$ cat src/baud_timing_pkg.sv
// Package of constants and types for the baud rate and frame timing block
package baud_timing_pkg;
  // ============================================================
  // Field layout
  localparam int SEL_W = 4;
  localparam int DIV_W = 8;
  localparam int PRE_W = 7;
  // ============================================================
  // Division value limits and reset values
  localparam logic [7:0] DIV_MIN = 8'h08;
  localparam logic [7:0] DIV_MAX = 8'hff;
  localparam logic [7:0] DIV_RESET = 8'hff;
  localparam logic [3:0] SEL_RESET = 4'h0;
  localparam logic [3:0] SEL_MAX = 4'h6;
  // ============================================================
  // Frame timing
  localparam logic [3:0] FRAME_BITS = 4'hb;
  localparam logic [3:0] STOP_STRETCH_CLKS = 4'h2;
  localparam logic [3:0] LATCH_MARGIN_CLKS = 4'h2;

  typedef struct packed {
    logic [3:0] base_clock_select;
    logic [7:0] division_value;
  } baud_cfg_t;

  typedef struct packed {
    logic bit_tick;
    logic frame_done;
    logic busy;
  } tx_timing_t;

  typedef struct packed {
    logic sample_tick;
    logic frame_done;
    logic busy;
    logic [3:0] bit_index;
  } rx_timing_t;
endpackage : baud_timing_pkg

$ cat src/base_clock_prescaler.sv
// Prescaler producing the base clock enable from the system clock
`timescale 1ns/10ps
module base_clock_prescaler
  import baud_timing_pkg::*;
(
  // Clock and reset
  input wire logic clk_sys,
  input wire logic resetn,
  // Control
  input wire logic enable,
  input wire logic [SEL_W-1:0] base_clock_select,
  // Base clock enable
  output logic base_tick
);
  typedef struct packed {
    logic [PRE_W-1:0] count;
    logic tick;
  } pre_state_t;

  pre_state_t state_reg;
  pre_state_t state_next;
  logic [PRE_W-1:0] mask;

  // ============================================================
  // Code n divides by two to the power n
  always_comb begin
    mask = PRE_W'((8'h01 << base_clock_select) - 8'h01);
    state_next = state_reg;
    state_next.tick = 1'b0;
    if (!enable) begin
      state_next.count = '0;
    end else begin
      state_next.count = (state_reg.count + 1'b1) & mask;
      state_next.tick = ((state_reg.count & mask) == mask);
    end
  end

  always_ff @(posedge clk_sys or negedge resetn) begin
    if (!resetn) begin
      state_reg <= '0;
    end else begin
      state_reg <= state_next;
    end
  end

  assign base_tick = state_reg.tick;
endmodule : base_clock_prescaler

$ cat src/uart_baud_frame_timing.sv
// Baud rate generator with transmit and receive frame timing counters
`timescale 1ns/10ps
// Behaviour
// - The division value k ranges 8 to 255 and the bit counters time each bit from it.
// - One bit lasts 2*k base clocks, so the bit rate is the base clock over 2k.
// - A four-bit select field picks the base clock, codes 0 to 6 in use.
// - With a 10 MHz base, code 2 with k 130 gives about 9615 bps and code 1 with k 80 gives 31250 bps.
// - After a start bit the receive counter places each latch point, with a two base clock margin.
// - An 11-bit frame is received when its stop bit sample still meets the latch timing.
// - Back-to-back frames lengthen the stop bit by two base clocks.
// - The receive timing restarts at each start bit detected while the receiver is idle; a start bit seen while busy is ignored.
module uart_baud_frame_timing
  import baud_timing_pkg::*;
(
  // Clock and reset
  input wire logic clk_sys,
  input wire logic resetn,
  // Configuration
  input wire logic power_on,
  input wire logic tx_enable,
  input wire logic rx_enable,
  input wire baud_timing_pkg::baud_cfg_t cfg,
  // Transmit control
  input wire logic tx_start,
  input wire logic tx_more,
  // Receive control
  input wire logic rx_start_detect,
  // Timing outputs
  output baud_timing_pkg::tx_timing_t tx_timing,
  output baud_timing_pkg::rx_timing_t rx_timing,
  output logic base_tick
);
  import baud_timing_pkg::*;

  typedef struct packed {
    logic [DIV_W:0] tx_cnt;
    logic [3:0] tx_bit;
    logic tx_busy;
    logic tx_stretch;
    logic [3:0] tx_extra;
    logic [DIV_W:0] rx_cnt;
    logic [3:0] rx_bit;
    logic rx_busy;
    logic [7:0] div_live;
    tx_timing_t tx_out;
    rx_timing_t rx_out;
  } state_t;

  state_t state_reg;
  state_t state_next;
  logic [DIV_W:0] bit_len;
  logic [DIV_W:0] half_len;
  logic tx_bit_end;
  logic tx_last_bit;
  logic tx_stretch_end;
  logic rx_bit_end;
  logic rx_latch;
  logic rx_last_bit;

  // ============================================================
  // Helper functions
  // Clamp keeps a bad divisor from shortening bits below the allowed floor
  function automatic logic [7:0] clamp_div(input logic [7:0] k);
    clamp_div = (k < DIV_MIN) ? DIV_MIN : k;
  endfunction : clamp_div

  function automatic logic is_bit_end(input logic [DIV_W:0] cnt, input logic [DIV_W:0] len);
    is_bit_end = (cnt == len - 1'b1);
  endfunction : is_bit_end

  function automatic logic is_last_bit(input logic [3:0] idx);
    is_last_bit = (idx == FRAME_BITS - 4'h1);
  endfunction : is_last_bit

  // ============================================================
  // Base clock prescaler
  base_clock_prescaler u_pre (
    .clk_sys(clk_sys),
    .resetn(resetn),
    .enable(power_on),
    .base_clock_select(cfg.base_clock_select),
    .base_tick(base_tick)
  );

  // ============================================================
  // Bit timing
  always_comb begin
    bit_len = {state_reg.div_live, 1'b0};
    half_len = {1'b0, state_reg.div_live} - {5'h00, LATCH_MARGIN_CLKS};
    tx_bit_end = is_bit_end(state_reg.tx_cnt, bit_len);
    tx_last_bit = is_last_bit(state_reg.tx_bit);
    tx_stretch_end = (state_reg.tx_extra == STOP_STRETCH_CLKS - 4'h1);
    rx_bit_end = is_bit_end(state_reg.rx_cnt, bit_len);
    rx_latch = (state_reg.rx_cnt == half_len);
    rx_last_bit = is_last_bit(state_reg.rx_bit);
    state_next = state_reg;
    state_next.tx_out.bit_tick = 1'b0;
    state_next.tx_out.frame_done = 1'b0;
    state_next.rx_out.sample_tick = 1'b0;
    state_next.rx_out.frame_done = 1'b0;
    state_next.div_live = clamp_div(cfg.division_value);
    // ============================================================
    // Transmit counter
    if (!power_on || !tx_enable) begin
      state_next.tx_cnt = '0;
      state_next.tx_bit = '0;
      state_next.tx_busy = 1'b0;
      state_next.tx_stretch = 1'b0;
      state_next.tx_extra = '0;
    end else if (!state_reg.tx_busy) begin
      if (tx_start) begin
        state_next.tx_busy = 1'b1;
        state_next.tx_cnt = '0;
        state_next.tx_bit = '0;
      end
    end else if (state_reg.tx_stretch) begin
      if (base_tick) begin
        state_next.tx_extra = state_reg.tx_extra + 4'h1;
        if (tx_stretch_end) begin
          state_next.tx_stretch = 1'b0;
          state_next.tx_extra = '0;
          state_next.tx_out.frame_done = 1'b1;
          state_next.tx_cnt = '0;
          state_next.tx_bit = '0;
        end
      end
    end else if (base_tick) begin
      state_next.tx_cnt = state_reg.tx_cnt + 1'b1;
      if (tx_bit_end) begin
        state_next.tx_cnt = '0;
        state_next.tx_out.bit_tick = 1'b1;
        state_next.tx_bit = state_reg.tx_bit + 4'h1;
        if (tx_last_bit) begin
          if (tx_more) begin
            state_next.tx_stretch = 1'b1;
          end else begin
            state_next.tx_out.frame_done = 1'b1;
            state_next.tx_busy = 1'b0;
            state_next.tx_bit = '0;
          end
        end
      end
    end
    // ============================================================
    // Receive counter
    if (!power_on || !rx_enable) begin
      state_next.rx_cnt = '0;
      state_next.rx_bit = '0;
      state_next.rx_busy = 1'b0;
    end else if (rx_start_detect && !state_reg.rx_busy) begin
      state_next.rx_cnt = '0;
      state_next.rx_bit = '0;
      state_next.rx_busy = 1'b1;
    end else if (state_reg.rx_busy && base_tick) begin
      state_next.rx_cnt = state_reg.rx_cnt + 1'b1;
      if (rx_latch) begin
        state_next.rx_out.sample_tick = 1'b1;
        state_next.rx_out.bit_index = state_reg.rx_bit;
        if (rx_last_bit) begin
          state_next.rx_out.frame_done = 1'b1;
          state_next.rx_busy = 1'b0;
          state_next.rx_bit = '0;
          state_next.rx_cnt = '0;
        end
      end
      if (rx_bit_end) begin
        state_next.rx_cnt = '0;
        state_next.rx_bit = state_reg.rx_bit + 4'h1;
      end
    end
    // ============================================================
    // Busy follows the next state so it rises with the first counted cycle
    state_next.tx_out.busy = state_next.tx_busy;
    state_next.rx_out.busy = state_next.rx_busy;
  end

  always_ff @(posedge clk_sys or negedge resetn) begin
    if (!resetn) begin
      state_reg <= '0;
      state_reg.div_live <= DIV_RESET;
    end else begin
      state_reg <= state_next;
    end
  end

  assign tx_timing = state_reg.tx_out;
  assign rx_timing = state_reg.rx_out;
endmodule : uart_baud_frame_timing

$ cat config.mk
export PLATFORM = sky130hd
export DESIGN_NAME = uart_baud_frame_timing
export DESIGN_NICKNAME = d
export VERILOG_FILES = /design/src/baud_timing_pkg.sv /design/src/base_clock_prescaler.sv /design/src/uart_baud_frame_timing.sv
export SDC_FILE = /design/constraint.sdc
export NUM_CORES = 1
export LEC_CHECK = 0
export CAP_MARGIN = 20
export CORE_MARGIN = 5
export CORE_UTILIZATION = 51
export CTS_CLUSTER_SIZE = 24
export DETAILED_ROUTE_END_ITERATION = 7
export DONT_BUFFER_PORTS = 1
export PLACE_DENSITY = 0.79
export SLEW_MARGIN = 20
export SYNTH_ARGS = -nofsm -noshare
export SYNTH_HDL_FRONTEND = slang
export SYNTH_SLANG_ARGS = --single-unit
$ cat constraint.sdc
create_clock -name clk_sys -period 2.3 [get_ports clk_sys]
set_input_delay 0.46 -clock clk_sys [delete_from_list [all_inputs] [get_ports clk_sys]]
set_output_delay 0.46 -clock clk_sys [all_outputs]
set_load 0.02 [all_outputs]
## Word level (Yosys, flattened, before mapping)

Index checks and enable logic that the tools add are counted.

- Flip-flop bits (word level): 57
- Bits of input ports: 20
- Output and inout bits: 11

- Bitwise gates (word level): 4
- Eq/ne operators: 10
- Shifts and indexed selects: 1
- Reductions and logical operators: 23
- Order comparisons: 1
- Muxes and demuxes: 41
- Add/sub/neg operators: 9

Operators with widths:

| kind | count |
|---|---|
| $mux 14 | 7 |
| $mux 13 | 4 |
| $mux 15 | 2 |
| $eq 9x9->1 | 3 |
| $mux 5 | 4 |
| $mux 19 | 1 |
| $add 9x1->9 const B | 2 |
| $mux 2 | 8 |
| $and 7x7->7 | 2 |
| $add 4x1->4 const B | 3 |
| $reduce_and 3->1 | 4 |
| $reduce_bool 3->1 | 4 |
| $mux 1 | 11 |
| $sub 8x2->9 const B | 1 |
| $sub 9x1->9 const B | 1 |
| $eq 4x4->1 const B | 2 |
| $lt 8x4->1 const B | 1 |
| $mux 8 | 1 |
| $reduce_and 4->1 | 2 |
| $reduce_bool 4->1 | 2 |
| $add 7x1->7 const B | 1 |
| $eq 7x7->1 | 1 |
| $mux 7 | 1 |
| $shl 1x4->7 const A | 1 |
| other kinds (12) | 20 |

## Depth between registers and ports, before layout

Gate-level depths: netlist of the first run.

- Depth in word-level cells: 8
- Depth in mapped cells: 11
- Depth with buffers taken out: 9

## By module

Synthesis of the first run repeated with hierarchy kept, for this count alone.

- Cells, all modules: 410
- Area total of the unflattened synthesis: 3792.4 um^2

Modules (own cells, without submodules):

| module | cells each | times used | area each (um^2) | seq. area each (um^2) |
|---|---|---|---|---|
| uart_baud_frame_timing | 357 | 1 | 3283.1 | 1236.2 |
| base_clock_prescaler | 53 | 1 | 509.2 | 200.2 |

## Worst setup path after synthesis of the first run

Ideal clock, no wire load.

- Kind: register -> register
- From: register state_reg, in the netlist bit_len[1]
- To: register state_reg[45] (netlist name)
- Required time: 2.176 ns
- Library setup time: 0.124 ns
- Clock period less this slack: 2.534 ns
- Path buffers: 2
- Path slack: -0.234 ns
- Arrival: 2.410 ns
- Cell stages (with the launch flop): 12
- Cells stage by stage: dfstp_2 -> clkbuf_1 -> inv_1 -> ha_1 -> nor3b_1 -> and2_1 -> xnor3_1 -> and4b_1 -> o2111a_2 -> buf_4 -> nor2_1 -> a211o_1

- Cells in the longest elaborated chain, start to end: 7

RTL lines:

| element | line | text |
|---|---|---|
| start: declaration | uart_baud_frame_timing.sv:49 | `state_t state_reg;` |
| start signal: assignment | uart_baud_frame_timing.sv:182 | `state_reg <= state_next;` |
| $sub 9x1->9 | uart_baud_frame_timing.sv:68 | `is_bit_end = (cnt == len - 1'b1);` |
| $eq 9x9->1 | uart_baud_frame_timing.sv:68 |  |
| $mux 15 | uart_baud_frame_timing.sv:129 | `if (tx_bit_end) begin` |
| $mux 15 | uart_baud_frame_timing.sv:127 | `end else if (base_tick) begin` |
| $mux 13 | uart_baud_frame_timing.sv:116 | `end else if (state_reg.tx_stretch) begin` |
| $mux 14 | uart_baud_frame_timing.sv:110 | `end else if (!state_reg.tx_busy) begin` |
| $mux 19 | uart_baud_frame_timing.sv:104 | `if (!power_on \|\| !tx_enable) begin` |

Every way passes these cells. The select of a mux whose other input is x is not followed.
A chain may end at the register's enable or synchronous reset.

## Worst setup path after layout of the first run

- From: register state_reg, in the netlist bit_len[2]
- To: register state_reg[25] (netlist name)

- Cells in the longest elaborated chain, start to end: 7
- Elaborated cells between the ends (all ways): 9
- Classes of those cells: add/sub (2); eq/ne (2); mux (5)

RTL lines:

| element | line | text |
|---|---|---|
| $sub 8x2->9 | uart_baud_frame_timing.sv:89 | `half_len = {1'b0, state_reg.div_live} - {5'h00, LATCH_MARGIN_CLKS};` |
| $eq 9x9->1 | uart_baud_frame_timing.sv:94 | `rx_latch = (state_reg.rx_cnt == half_len);` |
| $mux 14 | uart_baud_frame_timing.sv:156 | `if (rx_latch) begin` |
| $mux 13 (*) | uart_baud_frame_timing.sv:166 | `if (rx_bit_end) begin` |
| $mux 14 (*) | uart_baud_frame_timing.sv:154 | `end else if (state_reg.rx_busy && base_tick) begin` |
| $mux 14 (*) | uart_baud_frame_timing.sv:150 | `end else if (rx_start_detect && !state_reg.rx_busy) begin` |
| $mux 14 (*) | uart_baud_frame_timing.sv:146 | `if (!power_on \|\| !rx_enable) begin` |

Mark *: on every way between the ends. The rest lies on a longest branch, timed or not. The select of a mux whose other input is x is not followed.

==> results of run 1 <==
## metrics by stage
step                      cells  util (%)
after CTS                   513      58.8
after detailed placement    492      53.0
after floorplan             407         -
after global routing        518      60.2
after global placement      492      53.0
final                       518      60.2
## how the worst max path moves through the flow
stage	endpoint	slack (ns)	cells after the start
2_1_floorplan	state_reg[45]	-0.02	11
4_1_cts	state_reg[49]	-0.003	8
3_5_place_dp	state_reg[39]	-0.14	9
5_1_grt	state_reg[45]	-0.17	9
6_report	state_reg[25]	-0.07	11
3_3_place_gp	state_reg[49]	-0.05	9
## cells by family after synthesis
kind of cell / after synthesis / share of synthesized area [%]
simple gates: 169 / 24.6
flops: 57 / 39.1
fa+ha+maj: 13 / 4.43
buf+inv: 52 / 6.51
xor+xnor: 38 / 11.3
compound gates: 74 / 12.8
mux: 4 / 1.23
## power groups by stage
stage | logic (uW) | registers (uW) | clock network, uW
global placement | 154 | 1060 | 0
detailed placement | 156 | 1060 | 0
global route | 227 | 1040 | 1220
floorplan | 137 | 1050 | 0
CTS | 198 | 1040 | 1170
finish | 205 | 1040 | 1150
## synthesized netlist by cell type (5+ instances only)
cell       n  area share (%)
xor2_1    13             3.1
nor3b_1    5             1.0
xnor2_1   19             4.5
nand4_1    6             1.0
and3_1     5            0.85
dfstp_2    8             5.7
inv_1     21             2.1
nand2_1   35             3.6
o21ai_0   29             4.0
ha_1      13             4.4
nor2b_1    9             1.5
buf_4     11             2.2
xnor3_1    6             3.7
dfrtp_1   49              33
a31oi_1    6             1.0
clkbuf_1  16             1.6
nand2b_1   7             1.2
o22ai_1    6             1.0
nor3_1    13             1.8
nor2_1    29             3.0
or3_1      7             1.2
nand3_1   26             3.5
a21oi_1   11             1.5
## layer usage
metal,track usage [%],wire length [um]
met1,25.9,3620
met3,4.70,460
met5,0,0
met2,31.5,4220
met4,11.4,259
## timing repair
action                                  4_1_cts  5_1_grt
gates cloned                                  1        0
hold endpoints to repair                     57        0
resized for setup                            20       23
endpoints found under the setup margin       30       34
pin swaps                                     5       14
buffers inserted                              2        5
hold buffers                                  2        0
## layout make-up
| type | count | area [um^2] | area share (%) |
|---|---|---|---|
| flip-flops and latches | 57 | 1440 | 33.4 |
| multi-input cells | 299 | 2180 | 50.6 |
| clock inverters | 6 | 105 | 2.45 |
| clock buffers | 10 | 138 | 3.20 |
| well taps | 99 | 124 | 2.88 |
| repair buffers | 26 | 238 | 5.53 |
| inverters | 21 | 81.3 | 1.89 |
==> results.yml, run 1 <==
worst_hold_path:
  min_to: "bit_len[6]"
  worstHoldStart: "cfg[5]"
  hold_depth: 0
  hp-class: "in -> reg"
yosys:
  async_reset_ff_share_pct: 100
  synth-edff-count: 0
  yosys_warnings: 0
  synthFlopType: "dfrtp_1"
  netlist_instances: 407
  ys_seq_area_share_pct: 39.1
  synth.distinct_cells: 53
  synth.cell_area_mm2: 0.00367
  ys_seq_elements: 57
  avgSynthCellArea_um2: 9.03
  synth_nets: 440
power_and_ir_drop:
  combPwrFrac_pct: 8.6
  peakVddDrop_uv: 454
  internal-power_uw: 1860
  fin_total_pwr_uw: 2400
  p_seq_share_pct: 43.5
  p_clk_share_pct: 47.9
  power_density_mw_per_mm2: 558
  power.switching_uw: 532
  switching_share_pct: 22.2
  p_leak_uw: 0.00182
timing:
  relSlewSlack_pct: 64.7
  setup_tns_ns: -0.476
  whs_ns: 0.111
  rsz0062_at_grt: "true"
  layout_min_cycle_time_ns: 2.37
  hold_viol_final: 0
  period_share_pct: 103
  maxSlewViolCount: 0
  fmax_ghz: 0.422
  setup_ws_ns: -0.0674
  tightest_slew_ns: 0.527
  fin_skew_ns: 0.00759
  setup_viol: 16
final_layout:
  drive_above_1_share_pct: 22.7
  final_area_mm2: 0.00430
  largest_reg_flops: 31
  fillers: 569
  areaGrowthSynthToFinish_pct: 17.0
  finalNetCount: 447
  diodes: 0
  final_cell_mix: "49 x dfrtp_1, 31 x nand2_1, 25 x nor2_1, 25 x nand3_1, 23 x o21ai_0"
  final_common_cell: "dfrtp_1"
floorplanning:
  row_count: 31
  core-area_mm2: 0.00714
  die_w_um: 94.9
  dieArea_mm2: 0.00900
  io_pins: 31
  initial_core_util_pct: 51.5
  dieHeight_um: 94.9
setup_path:
  startpoint: "bit_len[2]"
  r2r-end: "state_reg[25]"
  crit_type: "reg -> reg"
  end_kind: "register"
  cp.required_ns: 2.52
  rr_startpoint: "bit_len[2]"
  r2r_cells: 11
  critPathBufInv: 3
  max_stage_delay_ns: 0.55
  worst-r2r-setup-slack_ns: -0.07
  crit_arrival_ns: 2.59
  crit_path_cell_trace: "inv_4 -> ha_4 -> nand2_2 -> or3b_4 -> xnor2_1 -> and4_4 -> buf_12 -> nor2_4 -> buf_4 -> a31oi_1 -> o22ai_1"
  cp-start-kind: "register"
  cp_max_fo: 8
  crit_slowest_cell: "dfstp_2"
  cp_top_family: "simple AND/OR/NAND/NOR gates"
run_status:
  status: "finished, violations left"
  violations: "setup timing"
placement:
  dpl_worst_slack_ns: -0.138
  io_buffers: 0
  gp_congestion: 0.884
  dp_hpwl_mm: 5.72
  place_area_mm2: 0.00378
grt:
  grt_max_degree: 58
  antenna_found_initial: 0
  grt_use_total_pct: 20.3
  grt_pass1_vias: 3022
  grt_pass1_wl_mm: 14.2
  overflow: 0
clock_network:
  clock_latency_ns: 0.35
  cts-root-buf: "clkbuf_8"
  cts.clk_slew.worst_paths_ns: 0.06
  cts_buffer_depth: 2
  cts.htree.levels: 3
  clock_sinks: 57
  cts_made_buffers: 9
  cts_tree: "done"
drt:
  first_pass_iters: 5
  drcViolationCount: 0
  vias: 3064
  drt_iter0_markers: 239
  ant_nets: 0
  vias_per_cell: 5.92
  wirelength_mm: 8.56
  wl_per_cell_um: 16.5
run:
  maxCapViolCount: 0
(Power assumes the default switching activity.)
==> run 2, diff against run 1 <==
- PLACE_DENSITY: 0.79 -> 0.74
- SETUP_SLACK_MARGIN: default -> 0.15
==> run 2 against run 1 <==
Largest cell class unchanged. Hold slack gained 0.0018 ns. The run still ends with setup timing left. First-iteration DRC count is 25% higher. Non-clock buffer count is 8 higher. Critical path depth decreased by 2. Flip-flop and latch count unchanged.
==> results.yml, run 2 (same netlist as run 1, synthesis figures left out) <==
run_status:
  violations: "setup timing"
  status: "finished, violations left"
drt:
  vias: 3128
  wirelength_mm: 9.47
  vias_per_cell: 5.95
  wl_per_cell_um: 18.0
  first_pass_iters: 4
  drcViolationCount: 0
  drt_iter0_markers: 299
  ant_nets: 0
setup_path:
  cp_max_fo: 5
  crit_arrival_ns: 2.65
  cp.required_ns: 2.56
  end_kind: "register"
  cp-start-kind: "register"
  r2r_cells: 9
  r2r-end: "state_reg[49]"
  rr_startpoint: "bit_len[2]"
  crit_type: "reg -> reg"
  worst-r2r-setup-slack_ns: -0.09
final_layout:
  drive_above_1_share_pct: 30.9
  diodes: 0
  finalNetCount: 455
  areaGrowthSynthToFinish_pct: 24.8
  instances_no_fill: 526
  final_common_cell: "dfrtp_1"
  final_cell_mix: "49 x dfrtp_1, 30 x nand2_1, 25 x buf_4"
  largest_reg_flops: 31
timing:
  tightest_slew_ns: 0.558
  hold_viol_final: 0
  fmax_ghz: 0.419
  setup_ws_ns: -0.0851
  rsz0062_at_grt: "true"
  relSlewSlack_pct: 62.5
  maxSlewViolCount: 0
  fin_skew_ns: 0.0102
  period_share_pct: 104
  setup_viol: 24
  layout_min_cycle_time_ns: 2.39
floorplanning:
  io_pins: 31
  die_w_um: 94.9
  core-area_mm2: 0.00714
  row_count: 31
  initial_core_util_pct: 51.5
  dieHeight_um: 94.9
  dieArea_mm2: 0.00900
worst_hold_path:
  hp-class: "in -> reg"
  hold_depth: 0
  min_to: "bit_len[6]"
  worstHoldStart: "cfg[5]"
clock_network:
  cts_tree: "done"
  cts.clk_slew.worst_paths_ns: 0.06
  clock_sinks: 57
  cts-root-buf: "clkbuf_8"
  cts_made_buffers: 9
  cts.htree.levels: 3
  cts_buffer_depth: 2
  clock_latency_ns: 0.34
placement:
  dp_hpwl_mm: 5.58
  post-place-cells: 491
  io_buffers: 0
  gp_congestion: 0.836
grt:
  grt_pass1_wl_mm: 14.2
  overflow: 0
  grt_use_total_pct: 20.3
  grt_max_degree: 58
  antenna_found_initial: 0
  grt_pass1_vias: 3007
power_and_ir_drop:
  p_leak_uw: 0.00192
  peakVddDrop_uv: 461
  fin_total_pwr_uw: 2280
  power_density_mw_per_mm2: 498
run:
  maxCapViolCount: 0
[run 2: metrics by stage]
stage	hold WS [ns]	area, um^2	worst slack, ns	utilization (%)	TNS, ns
3_3_place_gp	0.166	3820	-0.113	53.5	-0.476
6_report	0.113	4580	-0.0851	64.2	-0.978
2_1_floorplan	0.164	3750	0.0315	-	0
5_1_grt	0.0948	4580	-0.184	64.2	-3.36
4_1_cts	0.105	4280	-0.00821	60.0	-0.00875
3_5_place_dp	0.165	3820	-0.199	53.5	-2.19
[run 2: power breakdown]
group / internal (uW) / total [uW] / switching [uW]
sequential: 1020 / 1040 / 20.9
combinational: 126 / 259 / 133
clock: 588 / 978 / 390
[run 2: final cells by class]
class	count	area, um^2
fillers	536	2550
multi-input cells	299	2420
flip-flops and latches	57	1440
repair buffers	34	313
clock buffers	14	173
well taps	99	124
inverters	21	81.3
clock inverters	2	35.0
[run 2: timing repair]
| action | 4_1_cts | 5_1_grt |
|---|---|---|
| buffers inserted | 6 | 9 |
| endpoints found under the setup margin | 34 | 37 |
| cloned | 2 | 0 |
| pin swaps | 19 | 29 |
| hold buffers | 2 | 0 |
| resized for setup | 47 | 42 |
| hold endpoints to repair | 57 | 0 |
[run 2: how the worst max path moves through the flow]
stage                     from            end  slack [ns]  cells past startpoint
finish              bit_len[2]  state_reg[49]       -0.09                      9
global route        bit_len[2]  state_reg[27]       -0.18                     11
CTS                 bit_len[2]  state_reg[49]      -0.008                      8
detailed placement  bit_len[2]  state_reg[22]       -0.20                      9
floorplan           bit_len[3]  state_reg[49]        0.03                      9
global placement    bit_len[2]  state_reg[22]       -0.11                      9
[run 2: layer usage]
layer  up-vias  wire [um]  GRT usage, %
li1       1449          -             -
met1      1557       4000          25.7
met2        95       4820          32.5
met3        27        415          5.58
met4         0        228          9.13
met5         -          0             0
[run 2: worst max-delay path, cell delays in order (launching register included)]
cell	delay (ns)
dfstp_2	0.56
inv_4	0.06
ha_4	0.17
nand2_2	0.07
nor3b_2	0.24
xnor3_1	0.26
and4b_2	0.28
o2111a_2	0.18
or4_4	0.43
o211ai_2	0.07
==> run 3, diff against run 2 <==
- BUFFER_PORTS_ARGS: default -> -buffer_cell sky130_fd_sc_hd__buf_4
- CORE_UTILIZATION: 51 -> 37
- DONT_BUFFER_PORTS: 1 -> default
- GPL_ROUTABILITY_DRIVEN: default -> 0
- PLACE_DENSITY: 0.74 -> 0.61
==> run 3 against run 2 <==
The run still ends with setup timing left. Clock-buffer cell count stayed put. Fmax is 0.44% higher. Total power rose by 0.22%. Via count is 2.2% lower. Setup slack improved by 0.010 ns. Sequential power about the same. Utilization down 16 points. Critical path type unchanged. Largest cell class unchanged.
==> results.yml, run 3 (same netlist as run 1, synthesis figures left out) <==
setup_path:
  crit_slowest_cell: "dfstp_2"
  max_stage_delay_ns: 0.37
  worst_path_most_repeated_cell: "buf_4"
  crit_type: "reg -> reg"
  crit_arrival_ns: 2.60
  end_kind: "register"
  cp.required_ns: 2.52
  crit_path_cell_trace: "buf_4 -> buf_4 -> nor3_1 -> a21oi_1 -> nand4b_1 -> buf_4 -> nor4b_4 -> buf_4 -> mux2_4"
  rr_startpoint: "bit_len[3]"
  startpoint: "bit_len[3]"
  cp-start-kind: "register"
  cp_max_fo: 4
final_layout:
  finalNetCount: 487
  diodes: 0
  largest_reg_flops: 31
  multi_input_area_mm2: 0.00228
  fillers: 933
  ff_latch_area_mm2: 0.00144
  final_cell_mix: "60 x buf_4, 49 x dfrtp_1, 31 x nand2_1"
  drive_above_1_share_pct: 30.7
  areaGrowthSynthToFinish_pct: 27.4
  final_common_cell: "buf_4"
grt:
  grt_use_total_pct: 15.6
  antenna_found_initial: 0
  overflow: 0
  grt_max_degree: 58
  grt_pass1_vias: 3073
  grt_pass1_wl_mm: 14.7
clock_network:
  cts_tree: "done"
  cts-root-buf: "clkbuf_8"
  cts.htree.levels: 3
  clock_latency_ns: 0.34
  cts.clk_slew.worst_paths_ns: 0.07
  cts_buffer_depth: 2
  cts_made_buffers: 9
  clock_sinks: 57
worst_hold_path:
  hp-class: "in -> async"
power_and_ir_drop:
  combPwrFrac_pct: 11.5
  peakVddDrop_uv: 310
  internal-power_uw: 1740
  switching_share_pct: 23.8
  p_seq_share_pct: 45.5
  power.switching_uw: 545
  p_clk_share_pct: 43.0
  power_density_mw_per_mm2: 489
  p_leak_uw: 0.00204
drt:
  wl_met1_mm: 4.32
  dr_wl_met3_um: 305
  ant_nets: 0
  drt_iter0_markers: 238
  wl_met2_mm: 3.91
  wl_per_cell_um: 14.9
  vias: 3059
  drcViolationCount: 0
  first_pass_iters: 4
  vias_per_cell: 5.17
  wirelength_mm: 8.80
  maxUsedRoutingLayer: "met4"
timing:
  maxSlewViolCount: 0
  setup_tns_ns: -0.576
  tightest_slew_ns: 0.725
  relSlewSlack_pct: 51.7
  whs_ns: 0.171
  rsz0062_at_grt: "true"
  period_share_pct: 103
  setup_ws_ns: -0.0748
  fin_skew_ns: 0.00934
  fmax_ghz: 0.421
  layout_min_cycle_time_ns: 2.37
  hold_viol_final: 0
  setup_viol: 15
floorplanning:
  dieArea_mm2: 0.0120
  dieHeight_um: 110
  io_pins: 31
  row_count: 36
  initial_core_util_pct: 37.8
  core-area_mm2: 0.00973
  die_w_um: 110
placement:
  io_buffers: 30
  dp_hpwl_mm: 6.15
run:
  maxCapViolCount: 0
run_status:
  violations: "setup timing"
  status: "finished, violations left"
run 3: cell count changes in the layout (fill, tap and decap cells not counted), sizes merged:
cell         before  now
buf              33   66
dlygate4sd3       1    0
run 3: cell type report:
class                      instances  share of cell area [%]
inverter                          21                    1.74
multi-input combinational        299                    48.6
clock buffer                      14                    3.69
clock inverter                     2                   0.749
sequential                        57                    30.7
timing repair buffer              66                    10.9
tap                              133                    3.56
run 3: worst paths after layout:
| path | to | slack, ns | cells past startpoint |
|---|---|---|---|
| worst max-delay path | rx_timing[0] | -0.07 | 9 |
| worst min-delay path | tx_timing[1] | 0.17 | 1 |
| worst max register to register | rx_timing[0] | -0.07 | 9 |
| worst min register to register | state_reg[35] | 0.49 | 1 |
| max in group asynchronous | rx_timing[2] | 1.64 | 1 |
| min in group clk_sys | bit_len[6] | 0.24 | 1 |
run 3: power groups by stage:
stage	clock, uW	combinational, uW	sequential (uW)
6_report	983	263	1040
4_1_cts	1010	253	1040
3_3_place_gp	0	228	1050
5_1_grt	1050	293	1040
3_5_place_dp	0	232	1060
2_1_floorplan	0	142	1050
run 3: stage by stage:
stage               cells  setup slack, ns  utilization [%]  area, um^2  total power [uW]
global route          592           -0.129             48.1        4680              2390
detailed placement    564           -0.250             42.7        4150              1290
global placement      564           -0.231             42.7        4150              1280
floorplan             407           0.0315                -        3750              1190
finish                592          -0.0748             48.1        4680              2290
CTS                   589          -0.0195             47.2        4600              2310
run 3: timing repair:
item,in CTS,in global routing
resized for setup,41,20
pin swaps,25,7
setup buffers,7,3
endpoints found under the setup margin,37,36
hold buffers,0,0
gates cloned,2,0
run 3: worst max-delay path: cells and delay by family (launching register included):
kind	cells	cell delay (ns)
flops	1	0.37
compound gates	1	0.12
buf+inv	4	0.68
mux	1	0.31
simple gates	3	0.78
run 3: layer usage:
layer | GRT usage, % | vias up
li1 | - | 1521
met1 | 22.0 | 1468
met2 | 22.9 | 55
met3 | 2.70 | 15
met4 | 7.93 | 0
met5 | 0 | -
